File: config.mk
export PLATFORM = sky130hd
export DESIGN_NAME = peehc_host
export DESIGN_NICKNAME = d
export VERILOG_FILES = /design/src/common/peehc_pkg.sv /design/src/core/peehc_host.sv
export SDC_FILE = /design/constraint.sdc
export NUM_CORES = 1
export LEC_CHECK = 0
export ABC_AREA = 1
export BUFFER_PORTS_ARGS = -buffer_cell sky130_fd_sc_hd__buf_2
export CORE_MARGIN = 2
export CORE_UTILIZATION = 55
export CTS_CLUSTER_DIAMETER = 100
export DETAILED_ROUTE_END_ITERATION = 12
export PLACE_DENSITY = 0.77
export RECOVER_POWER = 50
export SYNTH_ARGS = -nofsm -noshare
export SYNTH_HDL_FRONTEND = slang
export SYNTH_SLANG_ARGS = --single-unit
File: constraint.sdc
create_clock -name clock -period 1.7 [get_ports clock]
set_input_delay 0.085 -clock clock [delete_from_list [all_inputs] [get_ports clock]]
set_output_delay 0.085 -clock clock [all_outputs]
set_load 0.01 [all_outputs]
File: src/common/peehc_pkg.sv
package peehc_pkg;

  // ==========================================================
  // geometry
  localparam int ADDR_W       = 13;
  localparam int DATA_W       = 8;
  localparam int PAGE_BYTES   = 64;
  localparam int PAGE_LSB     = 6;

  // ==========================================================
  // timing, printed figures and derived cycle counts at 200 MHz
  localparam int CLK_PERIOD_PS      = 5000;
  localparam int READ_ACCESS_NS     = 350;
  localparam int WE_PULSE_NS        = 100;
  localparam int WE_HIGH_NS         = 200;
  localparam int ADDR_HOLD_NS       = 150;
  localparam int OE_SETUP_NS        = 10;
  localparam int OE_HIGH_BUS_NS     = 50;
  localparam int BYTE_LOAD_MAX_US   = 100;
  localparam int WRITE_CYCLE_MAX_MS = 10;
  localparam int PWR_READ_US        = 100;
  localparam int PWR_WRITE_MS       = 5;

  localparam int READ_CYC  = (READ_ACCESS_NS * 1000 + CLK_PERIOD_PS - 1)
                             / CLK_PERIOD_PS;
  localparam int WE_LOW_CYC  = (WE_PULSE_NS * 1000 + CLK_PERIOD_PS - 1)
                               / CLK_PERIOD_PS;
  localparam int WE_HIGH_CYC = (WE_HIGH_NS * 1000 + CLK_PERIOD_PS - 1)
                               / CLK_PERIOD_PS;
  localparam int SETUP_CYC   = (OE_SETUP_NS * 1000 + CLK_PERIOD_PS - 1)
                               / CLK_PERIOD_PS;
  localparam int TURN_CYC    = (OE_HIGH_BUS_NS * 1000 + CLK_PERIOD_PS - 1)
                               / CLK_PERIOD_PS;
  localparam int HOLD_CYC    = (ADDR_HOLD_NS * 1000 + CLK_PERIOD_PS - 1)
                               / CLK_PERIOD_PS;
  // longest time rounds down
  localparam int BYTE_LOAD_CYC = BYTE_LOAD_MAX_US * 1000000 / CLK_PERIOD_PS;
  localparam int WRITE_MAX_CYC = WRITE_CYCLE_MAX_MS * 200000;
  localparam int PWR_READ_CYC  = PWR_READ_US * 200;
  localparam int PWR_WRITE_CYC = PWR_WRITE_MS * 200000;

  localparam int CNT_W = 24;
  localparam logic [CNT_W-1:0] CNT_ZERO = 24'h000000;

endpackage

File: src/core/peehc_host.sv
module peehc_host #(
  parameter int PWR_READ_CYC  = peehc_pkg::PWR_READ_CYC,
  parameter int PWR_WRITE_CYC = peehc_pkg::PWR_WRITE_CYC,
  parameter int BYTE_LOAD_CYC = peehc_pkg::BYTE_LOAD_CYC,
  parameter int WRITE_MAX_CYC = peehc_pkg::WRITE_MAX_CYC
) (
  input  wire logic                           clock,
  input  wire logic                           reset_n,
  // user side
  input  wire logic                           req_valid,
  output logic                                req_ready,
  input  wire logic                           req_write,
  input  wire logic                           req_last,
  input  wire logic [peehc_pkg::ADDR_W-1:0]   req_addr,
  input  wire logic [peehc_pkg::DATA_W-1:0]   req_data,
  output logic                                rsp_valid,
  output logic [peehc_pkg::DATA_W-1:0]        rsp_data,
  output logic                                busy,
  output logic                                page_error,
  output logic                                write_timeout,
  // device pins
  output logic [peehc_pkg::ADDR_W-1:0]        address_lines,
  output logic                                chip_select_n,
  output logic                                output_drive_n,
  output logic                                write_strobe_n,
  input  wire logic [peehc_pkg::DATA_W-1:0]   data_lines_in,
  output logic [peehc_pkg::DATA_W-1:0]        data_lines_out,
  output logic                                data_lines_oe_n
);

  // ==========================================================
  // state
  typedef enum logic [7:0] {
    S_IDLE  = 8'h01,
    S_RSET  = 8'h02,
    S_READ  = 8'h04,
    S_TURN  = 8'h08,
    S_WLOW  = 8'h10,
    S_WHIGH = 8'h20,
    S_POLL  = 8'h40,
    S_PTURN = 8'h80
  } peehc_state_t;

  typedef struct packed {
    peehc_state_t                       st;
    logic [peehc_pkg::CNT_W-1:0]        cnt;
    logic [peehc_pkg::CNT_W-1:0]        pwr;
    logic [peehc_pkg::CNT_W-1:0]        wait_cnt;
    logic                               page_open;
    logic                               prog;
    logic [peehc_pkg::ADDR_W-1:0]       page_addr;
    logic [peehc_pkg::ADDR_W-1:0]       last_addr;
    logic [peehc_pkg::DATA_W-1:0]       last_data;
    logic [6:0]                         page_cnt;
    logic                               last_byte;
    logic                               poll_first;
    logic [peehc_pkg::DATA_W-1:0]       poll_prev;
    logic                               rsp_valid;
    logic [peehc_pkg::DATA_W-1:0]       rsp_data;
    logic                               page_error;
    logic                               write_timeout;
    logic [peehc_pkg::ADDR_W-1:0]       addr;
    logic [peehc_pkg::DATA_W-1:0]       dout;
    logic                               cs_n;
    logic                               oe_n;
    logic                               we_n;
    logic                               bus_oe_n;
  } peehc_regs_t;

  peehc_regs_t r;
  peehc_regs_t next_r;

  function automatic logic [peehc_pkg::CNT_W-1:0] dec(
    input logic [peehc_pkg::CNT_W-1:0] v);
    dec = (v == peehc_pkg::CNT_ZERO) ? v : v - 24'h000001;
  endfunction

  function automatic logic same_page(
    input logic [peehc_pkg::ADDR_W-1:0] a,
    input logic [peehc_pkg::ADDR_W-1:0] b);
    same_page = a[peehc_pkg::ADDR_W-1:peehc_pkg::PAGE_LSB] ==
                b[peehc_pkg::ADDR_W-1:peehc_pkg::PAGE_LSB];
  endfunction

  logic can_read;
  logic can_write;
  logic page_ok;
  logic load_closing;

  assign can_read  = (r.pwr <= 24'(PWR_WRITE_CYC - PWR_READ_CYC));
  assign can_write = (r.pwr == peehc_pkg::CNT_ZERO);
  assign page_ok   = !r.page_open || (same_page(req_addr, r.page_addr) &&
                     r.page_cnt < 7'(peehc_pkg::PAGE_BYTES));
  // no take once the load window is about to lapse
  assign load_closing = r.page_open &&
                        (r.wait_cnt <= 24'(peehc_pkg::SETUP_CYC + 3));
  // reads wait until the page is stored, else status comes back
  assign req_ready = (r.st == S_IDLE) && !r.prog && !load_closing &&
                     (req_write ? can_write && page_ok :
                      can_read && !r.page_open);

  always_comb
  begin
    next_r = r;
    next_r.rsp_valid = 1'b0;
    next_r.cnt = dec(r.cnt);
    next_r.pwr = dec(r.pwr);
    next_r.wait_cnt = dec(r.wait_cnt);
    // device closes page when the byte load window lapses
    if (r.page_open && r.wait_cnt == peehc_pkg::CNT_ZERO)
    begin
      next_r.page_open = 1'b0;
      next_r.prog = 1'b1;
      next_r.poll_first = 1'b1;
      next_r.wait_cnt = 24'(WRITE_MAX_CYC);
    end
    unique case (r.st)
      S_IDLE:
      begin
        if (r.prog && r.cnt == peehc_pkg::CNT_ZERO)
        begin
          next_r.st = S_POLL;
          next_r.addr = r.last_addr;
          next_r.cs_n = 1'b0;
          next_r.oe_n = 1'b0;
          next_r.cnt = 24'(peehc_pkg::READ_CYC);
        end
        else if (req_valid && req_ready && !req_write)
        begin
          next_r.st = S_READ;
          next_r.addr = req_addr;
          next_r.cs_n = 1'b0;
          next_r.oe_n = 1'b0;
          next_r.cnt = 24'(peehc_pkg::READ_CYC);
        end
        else if (req_valid && req_ready)
        begin
          // page address fixed by first byte
          if (!r.page_open)
          begin
            next_r.page_addr = req_addr;
            next_r.page_cnt = 7'h00;
          end
          next_r.st = S_RSET;
          next_r.addr = req_addr;
          next_r.dout = req_data;
          next_r.bus_oe_n = 1'b0;
          next_r.cs_n = 1'b0;
          next_r.cnt = 24'(peehc_pkg::SETUP_CYC);
          next_r.last_addr = req_addr;
          next_r.last_data = req_data;
          next_r.last_byte = req_last;
          next_r.page_open = 1'b1;
          next_r.wait_cnt = 24'(BYTE_LOAD_CYC);
        end
        else if (req_valid && req_write && r.page_open && !page_ok)
          next_r.page_error = 1'b1;
      end
      S_RSET:
        if (r.cnt == peehc_pkg::CNT_ZERO)
        begin
          // strobe controlled write, one strobe per byte
          next_r.st = S_WLOW;
          next_r.we_n = 1'b0;
          next_r.wait_cnt = 24'(BYTE_LOAD_CYC);
          next_r.cnt = 24'(peehc_pkg::WE_LOW_CYC + peehc_pkg::HOLD_CYC);
        end
      S_WLOW:
        if (r.cnt == peehc_pkg::CNT_ZERO)
        begin
          next_r.st = S_WHIGH;
          next_r.we_n = 1'b1;
          next_r.cs_n = 1'b1;
          next_r.page_cnt = r.page_cnt + 7'h01;
          next_r.cnt = 24'(peehc_pkg::WE_HIGH_CYC);
        end
      S_WHIGH:
        if (r.cnt == peehc_pkg::CNT_ZERO)
        begin
          next_r.st = S_IDLE;
          next_r.bus_oe_n = 1'b1;
          // drive stays high between loads, no foreign fetch
          // last byte or full page closes the load early
          if (r.last_byte || r.page_cnt == 7'(peehc_pkg::PAGE_BYTES))
            next_r.wait_cnt = peehc_pkg::CNT_ZERO;
        end
      S_READ, S_POLL:
        if (r.cnt == peehc_pkg::CNT_ZERO)
        begin
          next_r.st = (r.st == S_READ) ? S_TURN : S_PTURN;
          next_r.cs_n = 1'b1;
          next_r.oe_n = 1'b1;
          next_r.cnt = 24'(peehc_pkg::TURN_CYC);
          if (r.st == S_READ)
          begin
            next_r.rsp_valid = 1'b1;
            next_r.rsp_data = data_lines_in;
          end
          else
          begin
            next_r.poll_first = 1'b0;
            next_r.poll_prev = data_lines_in;
            // done when top bit true and bit six steady
            if (!r.poll_first &&
                data_lines_in[7] == r.last_data[7] &&
                data_lines_in[6] == r.poll_prev[6])
              next_r.prog = 1'b0;
          end
        end
      S_TURN, S_PTURN:
        if (r.cnt == peehc_pkg::CNT_ZERO)
          next_r.st = S_IDLE;
      default:
        next_r.st = S_IDLE;
    endcase
    // give up polling after the longest write time
    if (r.prog && !r.page_open && r.wait_cnt == peehc_pkg::CNT_ZERO &&
        next_r.prog)
    begin
      next_r.prog = 1'b0;
      next_r.write_timeout = 1'b1;
    end
  end

  always_ff @(posedge clock or negedge reset_n)
  begin
    if (!reset_n)
    begin
      r <= '0;
      r.st <= S_IDLE;
      r.pwr <= 24'(PWR_WRITE_CYC);
      r.cs_n <= 1'b1;
      r.oe_n <= 1'b1;
      r.we_n <= 1'b1;
      r.bus_oe_n <= 1'b1;
    end
    else
      r <= next_r;
  end

  assign rsp_valid       = r.rsp_valid;
  assign rsp_data        = r.rsp_data;
  assign busy            = r.prog || r.page_open || (r.st != S_IDLE);
  assign page_error      = r.page_error;
  assign write_timeout   = r.write_timeout;
  assign address_lines   = r.addr;
  assign chip_select_n   = r.cs_n;
  assign output_drive_n  = r.oe_n;
  assign write_strobe_n  = r.we_n;
  assign data_lines_out  = r.dout;
  assign data_lines_oe_n = r.bus_oe_n;

endmodule

==> results of run 1 <==
## Yosys cell counts, drive strengths merged, types with 5 or more instances
| master | instances | share of area [%] |
|---|---|---|
| a21oi | 22 | 1.6 |
| buf | 41 | 3.7 |
| dfrtp | 136 | 40 |
| dfstp | 12 | 3.7 |
| ha | 10 | 1.5 |
| inv | 132 | 5.8 |
| nand2 | 283 | 13 |
| nand3 | 53 | 3.5 |
| nand4 | 35 | 3.1 |
| nor2 | 183 | 9.5 |
| nor3 | 22 | 1.5 |
| nor4 | 8 | 1.0 |
| o21ai | 57 | 3.9 |
| or2 | 5 | 0.37 |
| xnor2 | 21 | 2.2 |
| xor2 | 31 | 3.2 |
## per-layer routing
metal,GRT usage [%],overflow
met2,92.87,45
met5,9.706,0
met1,71.12,3
met3,54.39,3
met4,77.05,27
## what timing repair did
| action | 4_1_cts |
|---|---|
| pin swaps | 79 |
| hold buffers | 30 |
| resized for setup | 263 |
| gates cloned | 12 |
| endpoints found under the setup margin | 145 |
| setup buffers | 47 |
| hold endpoints to repair | 167 |
## per-stage QoR
stage / util [%] / TNS (ps) / cell area [um^2] / cells
detailed placement: 70.31 / -32660 / 10690 / 1529
CTS: 85.74 / -36440 / 13040 / 1647
floorplan: - / -5836 / 8632 / 1078
global placement: 70.31 / -26230 / 10690 / 1529
## cells by family after synthesis
family	share of synthesized area (%)
xor+xnor	5.331
simple gates	33.03
fa+ha+maj	1.465
buf+inv	9.710
compound gates	6.942
flops	43.53
==> flow_summary_export.csv, run 1 <==
group,metric,value,unit
yosys,ys_warn_count,0,
global_routing,track_usage,72.70,%
clock_tree,cts_buffer_depth,2,
yosys,yosysUniqueCellTypes,51,
yosys,synth_ff_type,"dfrtp_1",
outcome,status,"aborted with a tool error",
outcome,error_line,"[ERROR GRT-0232] Routing congestion too high. Check the congestion heatmap in the GUI.",
yosys,syn-mean-instance-area,7.925,um^2
yosys,syn_nets,1122,
place,place_congestion,0.9627,
place,dpl.hpwl,16650,um
yosys,netlist_instances,1078,
outcome,stop_stage,"global routing (5_1_grt)",
place,pre_cts_slack,-368.9,ps
die,rows,45,
die,die_h,128.6,um
yosys,yosysSeqAreaShare,43.53,%
die,start_util,56.20,%
place,port_buffers,71,
clock_tree,cts-htree-levels,4,
clock_tree,clock_sinks,148,
clock_tree,numCtsBuffers,17,
yosys,async_reset_ff_share,100.0,%
global_routing,globalRouteOverflowTotal,78,
die,ios,72,
yosys,synth_edf_count,0,
timing,grt-worst-endpoint,"r[143]$_DFF_PN0_/D",
yosys,ys_ff_latch,148,
global_routing,grt_max_degree,49,
yosys,syn_area,8543,um^2
timing,worst-ep-kind,"sequential cell input",
die,die_w,128.6,um
clock_tree,cts_root_buffer,"clkbuf_16",
==> run 2: changes to the inputs <==
--- a/config.mk
+++ b/config.mk
@@ -8,10 +8,9 @@
 export ABC_AREA = 1
 export BUFFER_PORTS_ARGS = -buffer_cell sky130_fd_sc_hd__buf_2
 export CORE_MARGIN = 2
-export CORE_UTILIZATION = 55
-export CTS_CLUSTER_DIAMETER = 100
+export CORE_UTILIZATION = 40
 export DETAILED_ROUTE_END_ITERATION = 12
-export PLACE_DENSITY = 0.77
+export PLACE_DENSITY_LB_ADDON = 0.15
 export RECOVER_POWER = 50
 export SYNTH_ARGS = -nofsm -noshare
 export SYNTH_HDL_FRONTEND = slang
==> constraint.sdc (replaced) <==
create_clock -name clock -period 2.2 [get_ports clock]
set_input_delay 0.11 -clock clock [delete_from_list [all_inputs] [get_ports clock]]
set_output_delay 0.11 -clock clock [all_outputs]
set_load 0.01 [all_outputs]
==> run 2 against run 1 <==
The run now ends clean. Synthesized cell count unchanged. Area after synthesis unchanged.
==> flow_summary_export.csv, run 2 <==
group,metric,value,unit
yosys,syn_area,8543,um^2
route,ant_nets,0,
yosys,ys_ff_latch,148,
outcome,status,"finished clean",
place,dpl.hpwl,15150,um
clock_tree,clock_sinks,148,
place,place_congestion,0.8664,
yosys,syn-mean-instance-area,7.925,um^2
timing,slew_viol_final,0,
yosys,yosysUniqueCellTypes,51,
die,core-area,21020,um^2
die,ios,72,
timing,relSlewSlack,9.544,%
yosys,syn_nets,1122,
cells_and_area,largest_register_ffs,112,
yosys,netlist_top_cells_count,"nand2_1 (257), nor2_1 (150), dfrtp_1 (136), inv_1 (123), nand3_1 (48)",
cells_and_area,diodes,0,
timing,clock.fmax,0.4721,GHz
global_routing,globalRouteOverflowTotal,0,
route,dr.pass1.iters,6,
cells_and_area,final_common_cell,"nand2_1",
timing,finalCriticalPeriod,2118,ps
global_routing,track_usage,18.84,%
yosys,yosys.area_share.simple,33.03,%
yosys,synth_fa_ha_area_share,1.465,%
setup_path,worstPathRequired,2090,ps
setup_path,crit_path_end_kind,"output port",
place,port_buffers,71,
cells_and_area,nets,1269,
yosys,netlist_instances,1078,
worst_hold_path,min_path_type,"primary input to flip-flop",
power,power.density,954.4,nW/um^2
clock_tree,cts_buffer_depth,2,
timing,finalHoldViolCount,0,
cells_and_area,multiInputGateArea,4129,um^2
flow_run,drv_cap,0,
yosys,ys_warn_count,0,
route,vias_per_cell,4.738,
clock_tree,worstSkewPairLatency,420,ps
global_routing,grt_pass1_wl,33840,um
timing,finalSetupViolCount,0,
power,fin_total_pwr,10040,uW
timing,finalClockSkew,13.23,ps
cells_and_area,area_growth,23.08,%
clock_tree,cts.clk_slew.worst_paths,60,ps
clock_tree,cts-htree-levels,4,
global_routing,grt_max_degree,61,
route,wirelength,20610,um
yosys,synth_compound_area_share,6.942,%
die,start_util,40.64,%
timing,worstMarginPinSlew,1357,ps
yosys,async_reset_ff_share,100.0,%
yosys,synthMostInstantiatedCell,"nand2_1",
route,vias,7168,
cells_and_area,utilization,50.02,%
cells_and_area,final_cell_mix,"nand2_1 (253), nor2_1 (138), dfrtp_1 (135)",
cells_and_area,drive_above_1_share,24.47,%
setup_path,critPathKind,"flip-flop to output port",
route,wl_per_cell,13.62,um
yosys,ys_top_cells_by_area,"dfrtp_1 (40%), nand2_1 (11%), nor2_1 (6.6%)",
yosys,yosysSeqAreaShare,43.53,%
cells_and_area,stdcell_count,1513,
timing,layout_setup_ws,81.59,ps
yosys,synth_ff_type,"dfrtp_1",
timing,finalCritPeriodShare,96.29,%
place,postPlaceCellArea,9403,um^2
route,drc,0,
power,total_leakage_power,0.005356,uW
yosys,synth_top_area_share,39.84,%
yosys,synth_edf_count,0,
clock_tree,cts_root_buffer,"clkbuf_16",
yosys,synth_top_family_by_area,"simple AND/OR/NAND/NOR gates",
clock_tree,cts_tree,"built",
global_routing,first_global_vias,6899,
setup_path,cp.arrival,2010,ps
cells_and_area,seqCellArea,3720,um^2
power,ir_drop,507.6,uV
cells_and_area,top_register,"r",
place,dp.cells,1437,
die,die-area,22540,um^2
die,die_w,150.1,um
cells_and_area,final_area,10520,um^2
route,drtIter0Drc,345,
die,die_h,150.1,um
clock_tree,numCtsBuffers,17,
setup_path,startpoint_type,"flip-flop",
die,rows,53,
yosys,synth-xor-area-share,5.331,%
global_routing,antenna_found_initial,0,
yosys,synth_mux_area_share,0,%
setup_path,crit_fanout,4,
yosys,synth_top_area_cell,"dfrtp_1",
cells_and_area,nFillCells,2066,
place,pre_cts_slack,-42.65,ps
-- run 2: cell counts after synthesis --
Identical to the previous run, type by type.
-- run 2: worst paths after layout --
path	cells past startpoint	end	from	slack, ps
setup / recovery	9	req_ready	r[161]$_DFFE_PN1P_	80
hold / removal	3	rsp_data[6]$_DFFE_PN0P_	data_lines_in[6]	30
setup reg to reg	12	r[62]$_DFFE_PN0P_	r[161]$_DFFE_PN1P_	130
hold reg to reg	2	data_lines_out[1]$_DFFE_PN0P_	data_lines_out[1]$_DFFE_PN0P_	470
max in group asynchronous	3	r[125]$_DFFE_PN0P_	reset_n	400
min in group asynchronous	2	r[149]$_DFF_PN0_	reset_n	120
-- run 2: through the flow --
stage / hold WS (ps) / TNS [ps]
floorplan: -185.6 / 0
global placement: 15.55 / -84.55
detailed placement: 10.42 / -80.97
CTS: 27.70 / 0
global route: 44.98 / -392.4
finish: 34.11 / 0
-- run 2: cell families after synthesis --
kind of cell | count (synthesis)
adder cells (fa/ha/maj) | 10
AO/OA/AOI/OAI | 95
AND/OR/NAND/NOR | 597
flip-flops | 148
buffers and inverters | 176
XOR/XNOR | 52
-- run 2: timing repair --
action / 4_1_cts / 5_1_grt
cloned: 0 / 0
setup buffers: 0 / 14
pin swaps: 0 / 14
endpoints found under the setup margin: 3 / 91
gates resized for setup: 5 / 38
endpoints found under the hold margin: 136 / 0
hold buffers: 30 / 0
-- run 2: layout make-up --
class | instances | share of cell area, %
well taps | 275 | 3.272
inverters | 134 | 4.879
repair buffers | 170 | 11.63
clock inverters | 15 | 1.535
flip-flops and latches | 148 | 35.38
multi-input cells | 754 | 39.27
clock buffers | 17 | 4.046
-- run 2: power breakdown --
group | total [uW] | internal [uW] | leakage, uW | switching (uW)
sequential | 3660 | 3250 | 0.00184 | 407
clock | 2900 | 1610 | 0.000278 | 1300
combinational | 3470 | 1420 | 0.00324 | 2050
total | 10000 | 6280 | 0.00536 | 3750
-- run 2: per-layer routing --
layer	track usage (%)	part of all wire, %	vias to the layer above
met5	0	0	-
met1	25.78	48	3359
met2	31.05	48	96
li1	-	-	3702
met3	4.212	3.3	11
met4	3.396	0.79	0
-- run 2: critical path, stage by stage, from the launching register on --
cell     delay, ps
dfstp_2        570
inv_2           50
nor2_4         110
nand4_4        140
nor3_4         260
a21oi_4         50
a21oi_4        150
nand2_4         90
inv_4           70
buf_6           90
No activity file was read; power rests on OpenSTA's default activity.
